**src/hdl/ppg_defines.svh**
```systemverilog
// constants for the pin pulse and pwm generator
// Overview of operation
// - Both commands address one of sixteen pins, numbered zero through fifteen.
// - A pulse command first sets the selected pin's direction bit to one.
// - A pulse inverts the latch bit, holds it for the count of 2 us units, then inverts it back.
// - Pulse polarity follows the latch value at command start, zero giving a positive pulse.
// - Enabling the driver shows the latch value at once, and the first inversion waits a few us.
// - After a pulse the pin stays an output driving the restored latch value.
// - During pwm the pin is an output, and at the end its direction bit is cleared.
// - The duty is 8 bits, and the high fraction of the output equals duty divided by 255.
// - The pwm burst length is a 16-bit count of cycles of about one millisecond.
// - Pwm output is a fast train of intervals as short as 4 us whose ratio matches the duty.
// - The pulse duration is a 16-bit count from 0 through 65535 in 2 us units.
// - A pin switched from input to output drives its current latch bit at once; a pwm burst start drives zero on that first cycle instead.
`ifndef PPG_DEFINES_SVH
`define PPG_DEFINES_SVH
`define PPG_CLK_MHZ       100
`define PPG_UNIT_NS       2000
`define PPG_UNIT_CYC      ((`PPG_UNIT_NS * `PPG_CLK_MHZ) / 1000)
`define PPG_PREP_NS       4000
`define PPG_PREP_CYC      ((`PPG_PREP_NS * `PPG_CLK_MHZ) / 1000)
`define PPG_SLOT_NS       4000
`define PPG_SLOT_CYC      ((`PPG_SLOT_NS * `PPG_CLK_MHZ) / 1000)
`define PPG_SLOTS_PER_CYC 255
`define PPG_DUTY_MAX      8'hFF
`define PPG_PIN_RESET     16'h0000
`endif

```
**src/hdl/ppg_pkg.sv**
```systemverilog
// types for the pin pulse and pwm generator
package ppg_pkg;
  typedef enum logic [1:0] {
    PPG_CMD_PULSE = 2'b01,
    PPG_CMD_PWM   = 2'b10
  } ppg_cmd_type;

  typedef struct packed {
    ppg_cmd_type cmd;
    logic [3:0]  pin;
    logic [7:0]  duty;
    logic [15:0] count;
  } ppg_req_type;

  typedef struct packed {
    logic [15:0] dir;
    logic [15:0] latch;
  } ppg_pins_type;

  typedef enum logic [2:0] {
    PPG_IDLE    = 3'b000,
    PPG_PREP    = 3'b001,
    PPG_HOLD    = 3'b010,
    PPG_RESTORE = 3'b011,
    PPG_PWM     = 3'b100,
    PPG_FINISH  = 3'b101,
    PPG_DONE    = 3'b110
  } ppg_state_type;
endpackage

```
**src/hdl/ppg_engine.sv**
```systemverilog
// pin pulse and pwm engine with per-pin direction and latch bits
`include "ppg_defines.svh"
module ppg_engine
  import ppg_pkg::*;
(
  // clock and reset
  input  wire logic                 sys_clk_i,
  input  wire logic                 reset_n_i,
  // command from interpreter
  input  wire logic                 cmd_valid_i,
  input  wire ppg_pkg::ppg_req_type cmd_i,
  output logic                      cmd_ready_o,
  output logic                      cmd_done_o,
  // direct writes of pin state
  input  wire logic                 pins_we_i,
  input  wire ppg_pkg::ppg_pins_type pins_i,
  // pin drive
  output logic [15:0]               pin_direction_bits_o,
  output logic [15:0]               pin_output_latch_bits_o,
  output logic [15:0]               pin_out_o,
  output logic [15:0]               pin_oe_o
);
  import ppg_pkg::*;

  ppg_state_type state_reg;
  ppg_state_type state_next;
  ppg_req_type   req_reg;
  ppg_req_type   req_next;
  logic [15:0]   dir_reg;
  logic [15:0]   dir_next;
  logic [15:0]   lat_reg;
  logic [15:0]   lat_next;
  logic [15:0]   out_next;
  logic [15:0]   cnt_reg;
  logic [15:0]   cnt_next;
  logic [7:0]    slot_reg;
  logic [7:0]    slot_next;
  logic          ready_next;
  logic          done_next;
  logic          pwm_bit_reg;
  logic          pwm_bit_next;
  logic          unit_tick;
  logic          slot_tick;
  logic          tick_clear;
  logic          dens_clear;
  logic          dens_step;
  logic          dens_bit;

  function automatic logic [15:0] pin_mask(input logic [3:0] p);
    pin_mask = 16'h0001 << p;
  endfunction

  ppg_tick #(
    .DIV (`PPG_UNIT_CYC)
  ) u_unit_tick (
    .sys_clk_i (sys_clk_i),
    .reset_n_i (reset_n_i),
    .clear_i   (tick_clear),
    .tick_o    (unit_tick)
  );

  ppg_tick #(
    .DIV (`PPG_SLOT_CYC)
  ) u_slot_tick (
    .sys_clk_i (sys_clk_i),
    .reset_n_i (reset_n_i),
    .clear_i   (tick_clear),
    .tick_o    (slot_tick)
  );

  ppg_density u_density (
    .sys_clk_i (sys_clk_i),
    .reset_n_i (reset_n_i),
    .clear_i   (dens_clear),
    .step_i    (dens_step),
    .duty_i    (req_next.duty),
    .bit_o     (dens_bit)
  );

  always_comb begin
    state_next   = state_reg;
    req_next     = req_reg;
    dir_next     = dir_reg;
    lat_next     = lat_reg;
    cnt_next     = cnt_reg;
    slot_next    = slot_reg;
    ready_next   = 1'b0;
    done_next    = 1'b0;
    pwm_bit_next = 1'b0;
    tick_clear   = 1'b0;
    dens_clear   = 1'b0;
    dens_step    = slot_tick;
    case (state_reg)
      PPG_IDLE: begin
        ready_next = 1'b1;
        tick_clear = 1'b1;
        dens_clear = 1'b1;
        if (pins_we_i) begin
          dir_next = pins_i.dir;
          lat_next = pins_i.latch;
        end
        if (cmd_valid_i && cmd_ready_o) begin
          ready_next = 1'b0;
          req_next   = cmd_i;
          cnt_next   = cmd_i.count;
          slot_next  = 8'h00;
          // driver on at once, pin shows existing latch bit unless a pwm burst starts, which drives zero this cycle
          dir_next   = dir_next | pin_mask(cmd_i.pin);
          if (cmd_i.cmd == PPG_CMD_PULSE) begin
            state_next = PPG_PREP;
          end else if (cmd_i.count == 16'h0000) begin
            state_next = PPG_FINISH;
          end else begin
            state_next = PPG_PWM;
            // first slot bit formed at the take so no slot is lost
            dens_clear = 1'b0;
            dens_step  = 1'b1;
          end
        end
      end
      PPG_PREP: begin
        // preparation delay counted as two 2 us units
        if (unit_tick) begin
          slot_next = slot_reg + 8'h01;
          if (slot_reg == 8'(`PPG_PREP_NS / `PPG_UNIT_NS - 1)) begin
            lat_next   = lat_reg ^ pin_mask(req_reg.pin);
            state_next = PPG_HOLD;
            tick_clear = 1'b1;
          end
        end
      end
      PPG_HOLD: begin
        if (cnt_reg == 16'h0000) begin
          state_next = PPG_RESTORE;
        end else if (unit_tick) begin
          cnt_next = cnt_reg - 16'h0001;
          if (cnt_reg == 16'h0001) begin
            state_next = PPG_RESTORE;
          end
        end
      end
      PPG_RESTORE: begin
        lat_next   = lat_reg ^ pin_mask(req_reg.pin);
        state_next = PPG_DONE;
      end
      PPG_PWM: begin
        pwm_bit_next = dens_bit;
        if (slot_tick) begin
          if (slot_reg == 8'(`PPG_SLOTS_PER_CYC - 1)) begin
            slot_next = 8'h00;
            cnt_next  = cnt_reg - 16'h0001;
            if (cnt_reg == 16'h0001) begin
              state_next = PPG_FINISH;
            end
          end else begin
            slot_next = slot_reg + 8'h01;
          end
        end
      end
      PPG_FINISH: begin
        dir_next   = dir_reg & ~pin_mask(req_reg.pin);
        state_next = PPG_DONE;
      end
      PPG_DONE: begin
        done_next  = 1'b1;
        ready_next = 1'b1;
        state_next = PPG_IDLE;
      end
      default: begin
        state_next = PPG_IDLE;
      end
    endcase
  end

  // pin drive: pwm overrides the latch while a burst runs
  always_comb begin
    out_next = lat_next;
    if (state_next == PPG_PWM) begin
      out_next = (lat_next & ~pin_mask(req_next.pin))
               | (pwm_bit_next ? pin_mask(req_next.pin) : 16'h0000);
    end
  end

  always_ff @(posedge sys_clk_i or negedge reset_n_i) begin
    if (!reset_n_i) begin
      state_reg               <= PPG_IDLE;
      req_reg                 <= '0;
      dir_reg                 <= `PPG_PIN_RESET;
      lat_reg                 <= `PPG_PIN_RESET;
      cnt_reg                 <= 16'h0000;
      slot_reg                <= 8'h00;
      pwm_bit_reg             <= 1'b0;
      cmd_ready_o             <= 1'b0;
      cmd_done_o              <= 1'b0;
      pin_direction_bits_o    <= `PPG_PIN_RESET;
      pin_output_latch_bits_o <= `PPG_PIN_RESET;
      pin_out_o               <= `PPG_PIN_RESET;
      pin_oe_o                <= `PPG_PIN_RESET;
    end else begin
      state_reg               <= state_next;
      req_reg                 <= req_next;
      dir_reg                 <= dir_next;
      lat_reg                 <= lat_next;
      cnt_reg                 <= cnt_next;
      slot_reg                <= slot_next;
      pwm_bit_reg             <= pwm_bit_next;
      cmd_ready_o             <= ready_next;
      cmd_done_o              <= done_next;
      pin_direction_bits_o    <= dir_next;
      pin_output_latch_bits_o <= lat_next;
      pin_out_o               <= out_next;
      pin_oe_o                <= dir_next;
    end
  end
endmodule

```
**src/hdl/ppg_tick.sv**
```systemverilog
// free running tick divider
module ppg_tick #(
  parameter int DIV = 200
) (
  // clock and reset
  input  wire logic sys_clk_i,
  input  wire logic reset_n_i,
  // control
  input  wire logic clear_i,
  output logic      tick_o
);
  logic [15:0] cnt_reg;
  logic [15:0] cnt_next;
  logic        tick_next;

  always_comb begin
    tick_next = 1'b0;
    cnt_next  = cnt_reg + 16'h0001;
    if (clear_i) begin
      cnt_next = 16'h0000;
    end else if (cnt_reg == 16'(DIV - 1)) begin
      cnt_next  = 16'h0000;
      tick_next = 1'b1;
    end
  end

  always_ff @(posedge sys_clk_i or negedge reset_n_i) begin
    if (!reset_n_i) begin
      cnt_reg <= 16'h0000;
      tick_o  <= 1'b0;
    end else begin
      cnt_reg <= cnt_next;
      tick_o  <= tick_next;
    end
  end
endmodule

```
**src/hdl/ppg_density.sv**
```systemverilog
// first order density modulator, one output bit per slot
`include "ppg_defines.svh"
module ppg_density (
  // clock and reset
  input  wire logic       sys_clk_i,
  input  wire logic       reset_n_i,
  // control
  input  wire logic       clear_i,
  input  wire logic       step_i,
  input  wire logic [7:0] duty_i,
  output logic            bit_o
);
  logic [7:0] acc_reg;
  logic [7:0] acc_next;
  logic       bit_next;
  logic [8:0] sum;

  always_comb begin
    sum      = {1'b0, acc_reg} + {1'b0, duty_i};
    acc_next = acc_reg;
    bit_next = bit_o;
    if (clear_i) begin
      acc_next = 8'h00;
      bit_next = 1'b0;
    end else if (step_i) begin
      // modulus 255: duty of 255 stays high, ratio is duty/255
      if (sum >= {1'b0, `PPG_DUTY_MAX}) begin
        acc_next = 8'(sum - {1'b0, `PPG_DUTY_MAX});
        bit_next = 1'b1;
      end else begin
        acc_next = sum[7:0];
        bit_next = 1'b0;
      end
    end
  end

  always_ff @(posedge sys_clk_i or negedge reset_n_i) begin
    if (!reset_n_i) begin
      acc_reg <= 8'h00;
      bit_o   <= 1'b0;
    end else begin
      acc_reg <= acc_next;
      bit_o   <= bit_next;
    end
  end
endmodule

```
**config.mk**
```make
export PLATFORM = sky130hd
export DESIGN_NAME = ppg_engine
export DESIGN_NICKNAME = d
export VERILOG_FILES = /design/src/hdl/ppg_pkg.sv /design/src/hdl/ppg_engine.sv /design/src/hdl/ppg_tick.sv /design/src/hdl/ppg_density.sv
export VERILOG_INCLUDE_DIRS = /design/src /design/src/hdl
export SDC_FILE = /design/constraint.sdc
export NUM_CORES = 1
export LEC_CHECK = 0
export ABC_AREA = 1
export BUFFER_PORTS_ARGS = -buffer_cell sky130_fd_sc_hd__buf_2
export CAP_MARGIN = 0
export CELL_PAD_IN_SITES_DETAIL_PLACEMENT = 0
export CELL_PAD_IN_SITES_GLOBAL_PLACEMENT = 1
export CORE_AREA = 2 2 144 146
export DETAILED_ROUTE_END_ITERATION = 10
export DIE_AREA = 0 0 146 148
export GPL_TIMING_DRIVEN = 0
export PLACE_DENSITY = 0.77
export SLEW_MARGIN = 5
export SYNTH_ARGS = -nofsm -noshare
export SYNTH_HDL_FRONTEND = slang
export SYNTH_SLANG_ARGS = --single-unit
```
**constraint.sdc**
```tcl
create_clock -name sys_clk_i -period 4.2 [get_ports sys_clk_i]
set_input_delay 0.21 -clock sys_clk_i [delete_from_list [all_inputs] [get_ports sys_clk_i]]
set_output_delay 0.21 -clock sys_clk_i [all_outputs]
set_load 0.05 [all_outputs]
```
==> results.txt <==
Max Root-Sink Buffers = 2
hold crit path type = in2reg
final core utilization = 49.1%
worst-margin pin slew = 0.898 ns
Most used DFF post-synth = dfrtp_1
combinational share of power = 3.7%
std cell rows = 52
design area = 9840 um2
RSZ-0062 raised after global routing = false
share of power burned in registers = 42.1%
Seq/Total Area, Yosys = 40.6%
gr usage total = 21.7%
share of cells above drive strength 1 = 16.6%
CP startpoint kind = flop
ant diodes = 0
Final Setup Violations = 0
global-route wire length before repair = 37.5 mm
Port Buf Inserts = 130
Sw Share = 22.8%
max-cap violations = 0
routed length on met1 = 10.9 mm
drt pass-1 iters = 5
simple-gate share of the synthesized area = 31.8%
Detail Placement HPWL = 17.4 mm
XOR/XNOR Fraction of Synth Area = 1.83%
post-route DRC violation count = 0
htree depth = 4
Yosys warnings = 0
clock network power share = 54.1%
EDFF count, synth = 0
largest net degree at the start of global routing = 68
Layout Nets = 1376
Synthesized Nets = 1223
pwr dens = 307 nW/um2
Arr. time, crit path = 4.12 ns
post-detailed-route count of antenna-violating nets = 0
mux share of post-synthesis cell area = 0%
met3 WL = 1.33 mm
CTS buffer count = 17
clk_lat worst skew = 0.43 ns
dpl cells = 1540
largest family of logic cells by synthesized area = simple AND/OR/NAND/NOR gates
setup_tns = 0 ns
number of antenna violations at the first check in global routing = 0
Adder-Cell Fraction of Synth Area = 2.86%
DR WL met2 = 10.6 mm
post-DR wirelength/cell = 14.7 um
worst-path fanout max = 9
slew margin rel. = 39.9%
highest metal layer with signal wires = met4
clock skew = 0.00829 ns
Synth Area in Compound Gates = 14.0%
Pins Over Slew Limit = 0
crit share post-route = 90.8%
vias in the first global route = 7296
leakage = 4.82 nW
WS Path Type = reg2reg
fmax = 0.262 GHz
Horiz. Die Dim = 146 um
internal power = 2.33 mW
routed wire length = 23.2 mm
final-report hold violation count = 0
Mapped Avg Cell Area = 7.15 um2
synth unique cells = 46
area delta synth->final = 20.8%
remaining global-route overflow = 0
Final min period = 3.81 ns
Cells after Synth = 1139
endpoint type of the worst setup path = flop
VDD IR max = 0.257 mV
Reg clk slew, reported paths = 0.06 ns
Clock Sinks = 132
Async SR Flop Fraction = 100%
area post-placement = 9160 um2
Sw Pwr = 0.688 mW
CP required = 4.51 ns
Synth Cell Area = 8140 um2
CTS root buf = clkbuf_16
Post-CTS Setup Bufs = 0
CTS tree = yes
Vert. Die Dim = 148 um
status = finished clean
1st-iter DRT viols = 408
DR vias/cell = 5.01
register bit total from synthesis = 132
via count = 7895
core area = 20000 um2
gpl congestion = 0.883
Final Non-Filler Cells = 1575
# IOs = 132
die area = 21600 um2
Initial Util = 40.6%
-- through the flow --
stage | worst slack [ns] | hold slack, ns | total power, mW
4_1_cts | 0.265 | 0.00568 | 3.05
5_1_grt | 0.0226 | 0.0167 | 3.12
3_5_place_dp | 0.317 | 0.248 | 1.41
2_1_floorplan | 0.888 | -0.0856 | 1.33
3_3_place_gp | 0.293 | 0.436 | 1.40
6_report | 0.385 | 0.0134 | 3.02
-- Yosys cell counts (2+ instances only) --
cell type / count / area [um2]
nand3_1: 71 / 355
dfrtp_1: 132 / 3300
nor3b_1: 10 / 75.1
a211oi_1: 2 / 15.0
nand2_2: 2 / 12.5
nor2_2: 2 / 12.5
inv_1: 110 / 413
a31oi_1: 13 / 81.3
a21oi_1: 42 / 210
o211ai_1: 4 / 30.0
o21a_1: 3 / 22.5
nor3_1: 32 / 160
nor4_1: 9 / 56.3
nor2_4: 2 / 22.5
a22oi_1: 17 / 128
nand4_1: 18 / 113
nor3_2: 3 / 30.0
a21oi_2: 2 / 17.5
ha_1: 17 / 213
o21ai_0: 104 / 521
clkbuf_1: 22 / 82.6
nor2_1: 113 / 424
o22ai_1: 3 / 18.8
xnor2_1: 3 / 26.3
nand2_1: 333 / 1250
buf_1: 2 / 7.51
o21ai_4: 2 / 32.5
buf_6: 2 / 22.5
buf_2: 5 / 25.0
o21ai_1: 5 / 25.0
a32oi_1: 2 / 17.5
inv_2: 6 / 22.5
xor2_1: 14 / 123
buf_4: 20 / 150
-- critical path: stages (launching register included) --
cell and delay, ns:
dfrtp_1 0.37, buf_6 0.13, nor2_4 0.16, inv_4 0.07
nor2_8 0.12, nand2_4 0.12, inv_2 0.23, nand2_1 0.12
nand2_1 0.10, ha_1 0.20, inv_1 0.07, fa_1 0.47
inv_1 0.08, ha_1 0.17, inv_1 0.05, nor2_1 0.14
nand3_1 0.14, nor2_1 0.15, nand3_1 0.26, nand3_2 0.27
nand2_1 0.09, nand3_1 0.10, nand2_1 0.07
-- cell families after synthesis --
group / Yosys count
simple gates: 602
compound gates: 201
buf+inv: 169
flops: 132
fa+ha+maj: 18
xor+xnor: 17
-- layout make-up --
class	instances	area [um2]
plain buffers	51	288
clock buffers	18	439
clock inverters	14	200
fillers	2065	10200
inverters	118	445
multi-input cells	838	4110
flip-flops and latches	132	3300
well taps	270	338
repair buffers	134	714
-- power by group through the flow --
stage / registers (mW) / clock network, mW / logic (mW)
2_1_floorplan: 1.30 / 0 / 0.0347
3_3_place_gp: 1.30 / 0 / 0.109
3_5_place_dp: 1.29 / 0 / 0.112
4_1_cts: 1.27 / 1.66 / 0.115
5_1_grt: 1.27 / 1.72 / 0.128
6_report: 1.27 / 1.63 / 0.113
-- layout by cell type, fill, tap and decap left out, types with 4 or more instances in the layout --
| master | Yosys | final |
|---|---|---|
| nand2_1 | 333 | 333 |
| buf_2 | 5 | 134 |
| dfrtp_1 | 132 | 132 |
| nor2_1 | 113 | 113 |
| inv_1 | 110 | 110 |
| o21ai_0 | 104 | 104 |
| nand3_1 | 71 | 70 |
| a21oi_1 | 42 | 42 |
| nor3_1 | 32 | 32 |
| clkbuf_1 | 22 | 22 |
| buf_4 | 20 | 20 |
| nand4_1 | 18 | 18 |
| a22oi_1 | 17 | 17 |
| ha_1 | 17 | 17 |
| clkbuf_16 | 0 | 17 |
| xor2_1 | 14 | 14 |
| a31oi_1 | 13 | 13 |
| nor3b_1 | 10 | 10 |
| nor4_1 | 9 | 9 |
| inv_2 | 6 | 6 |
| o21ai_1 | 5 | 5 |
| o211ai_1 | 4 | 4 |
| bufinv_16 | 0 | 4 |
-- what timing repair did --
item | 4_1_cts | 5_1_grt
hold endpoints to repair | 67 | 0
hold buffers | 3 | 0
gates resized for setup | 0 | 1
endpoints found under the setup margin | 0 | 7
-- worst paths after layout --
kind                                                  start                               end  slack [ns]  cells past startpoint
min reg2reg                u_slot_tick.cnt_reg[0]$_DFF_PN0_  u_slot_tick.cnt_reg[0]$_DFF_PN0_        0.47                      1
min in group asynchronous                         reset_n_i           cnt_reg[10]$_DFFE_PN0P_        0.36                      2
max                                  state_reg[0]$_DFF_PN0_  u_density.acc_reg[5]$_DFFE_PN0P_        0.39                     22
min                                               cmd_i[19]             req_reg[19]$_DFF_PN0_        0.01                      3
max in group asynchronous                         reset_n_i              lat_reg[9]$_DFF_PN0_        3.07                      3
max reg2reg                          state_reg[0]$_DFF_PN0_  u_density.acc_reg[5]$_DFFE_PN0P_        0.39                     22
-- per-layer routing --
layer | GRT usage [%] | up-vias
met5 | 0 | -
met4 | 5.78 | 0
met3 | 4.81 | 20
met2 | 35.6 | 204
met1 | 29.2 | 3637
li1 | - | 4034
No activity file was read; power rests on OpenSTA's default activity.
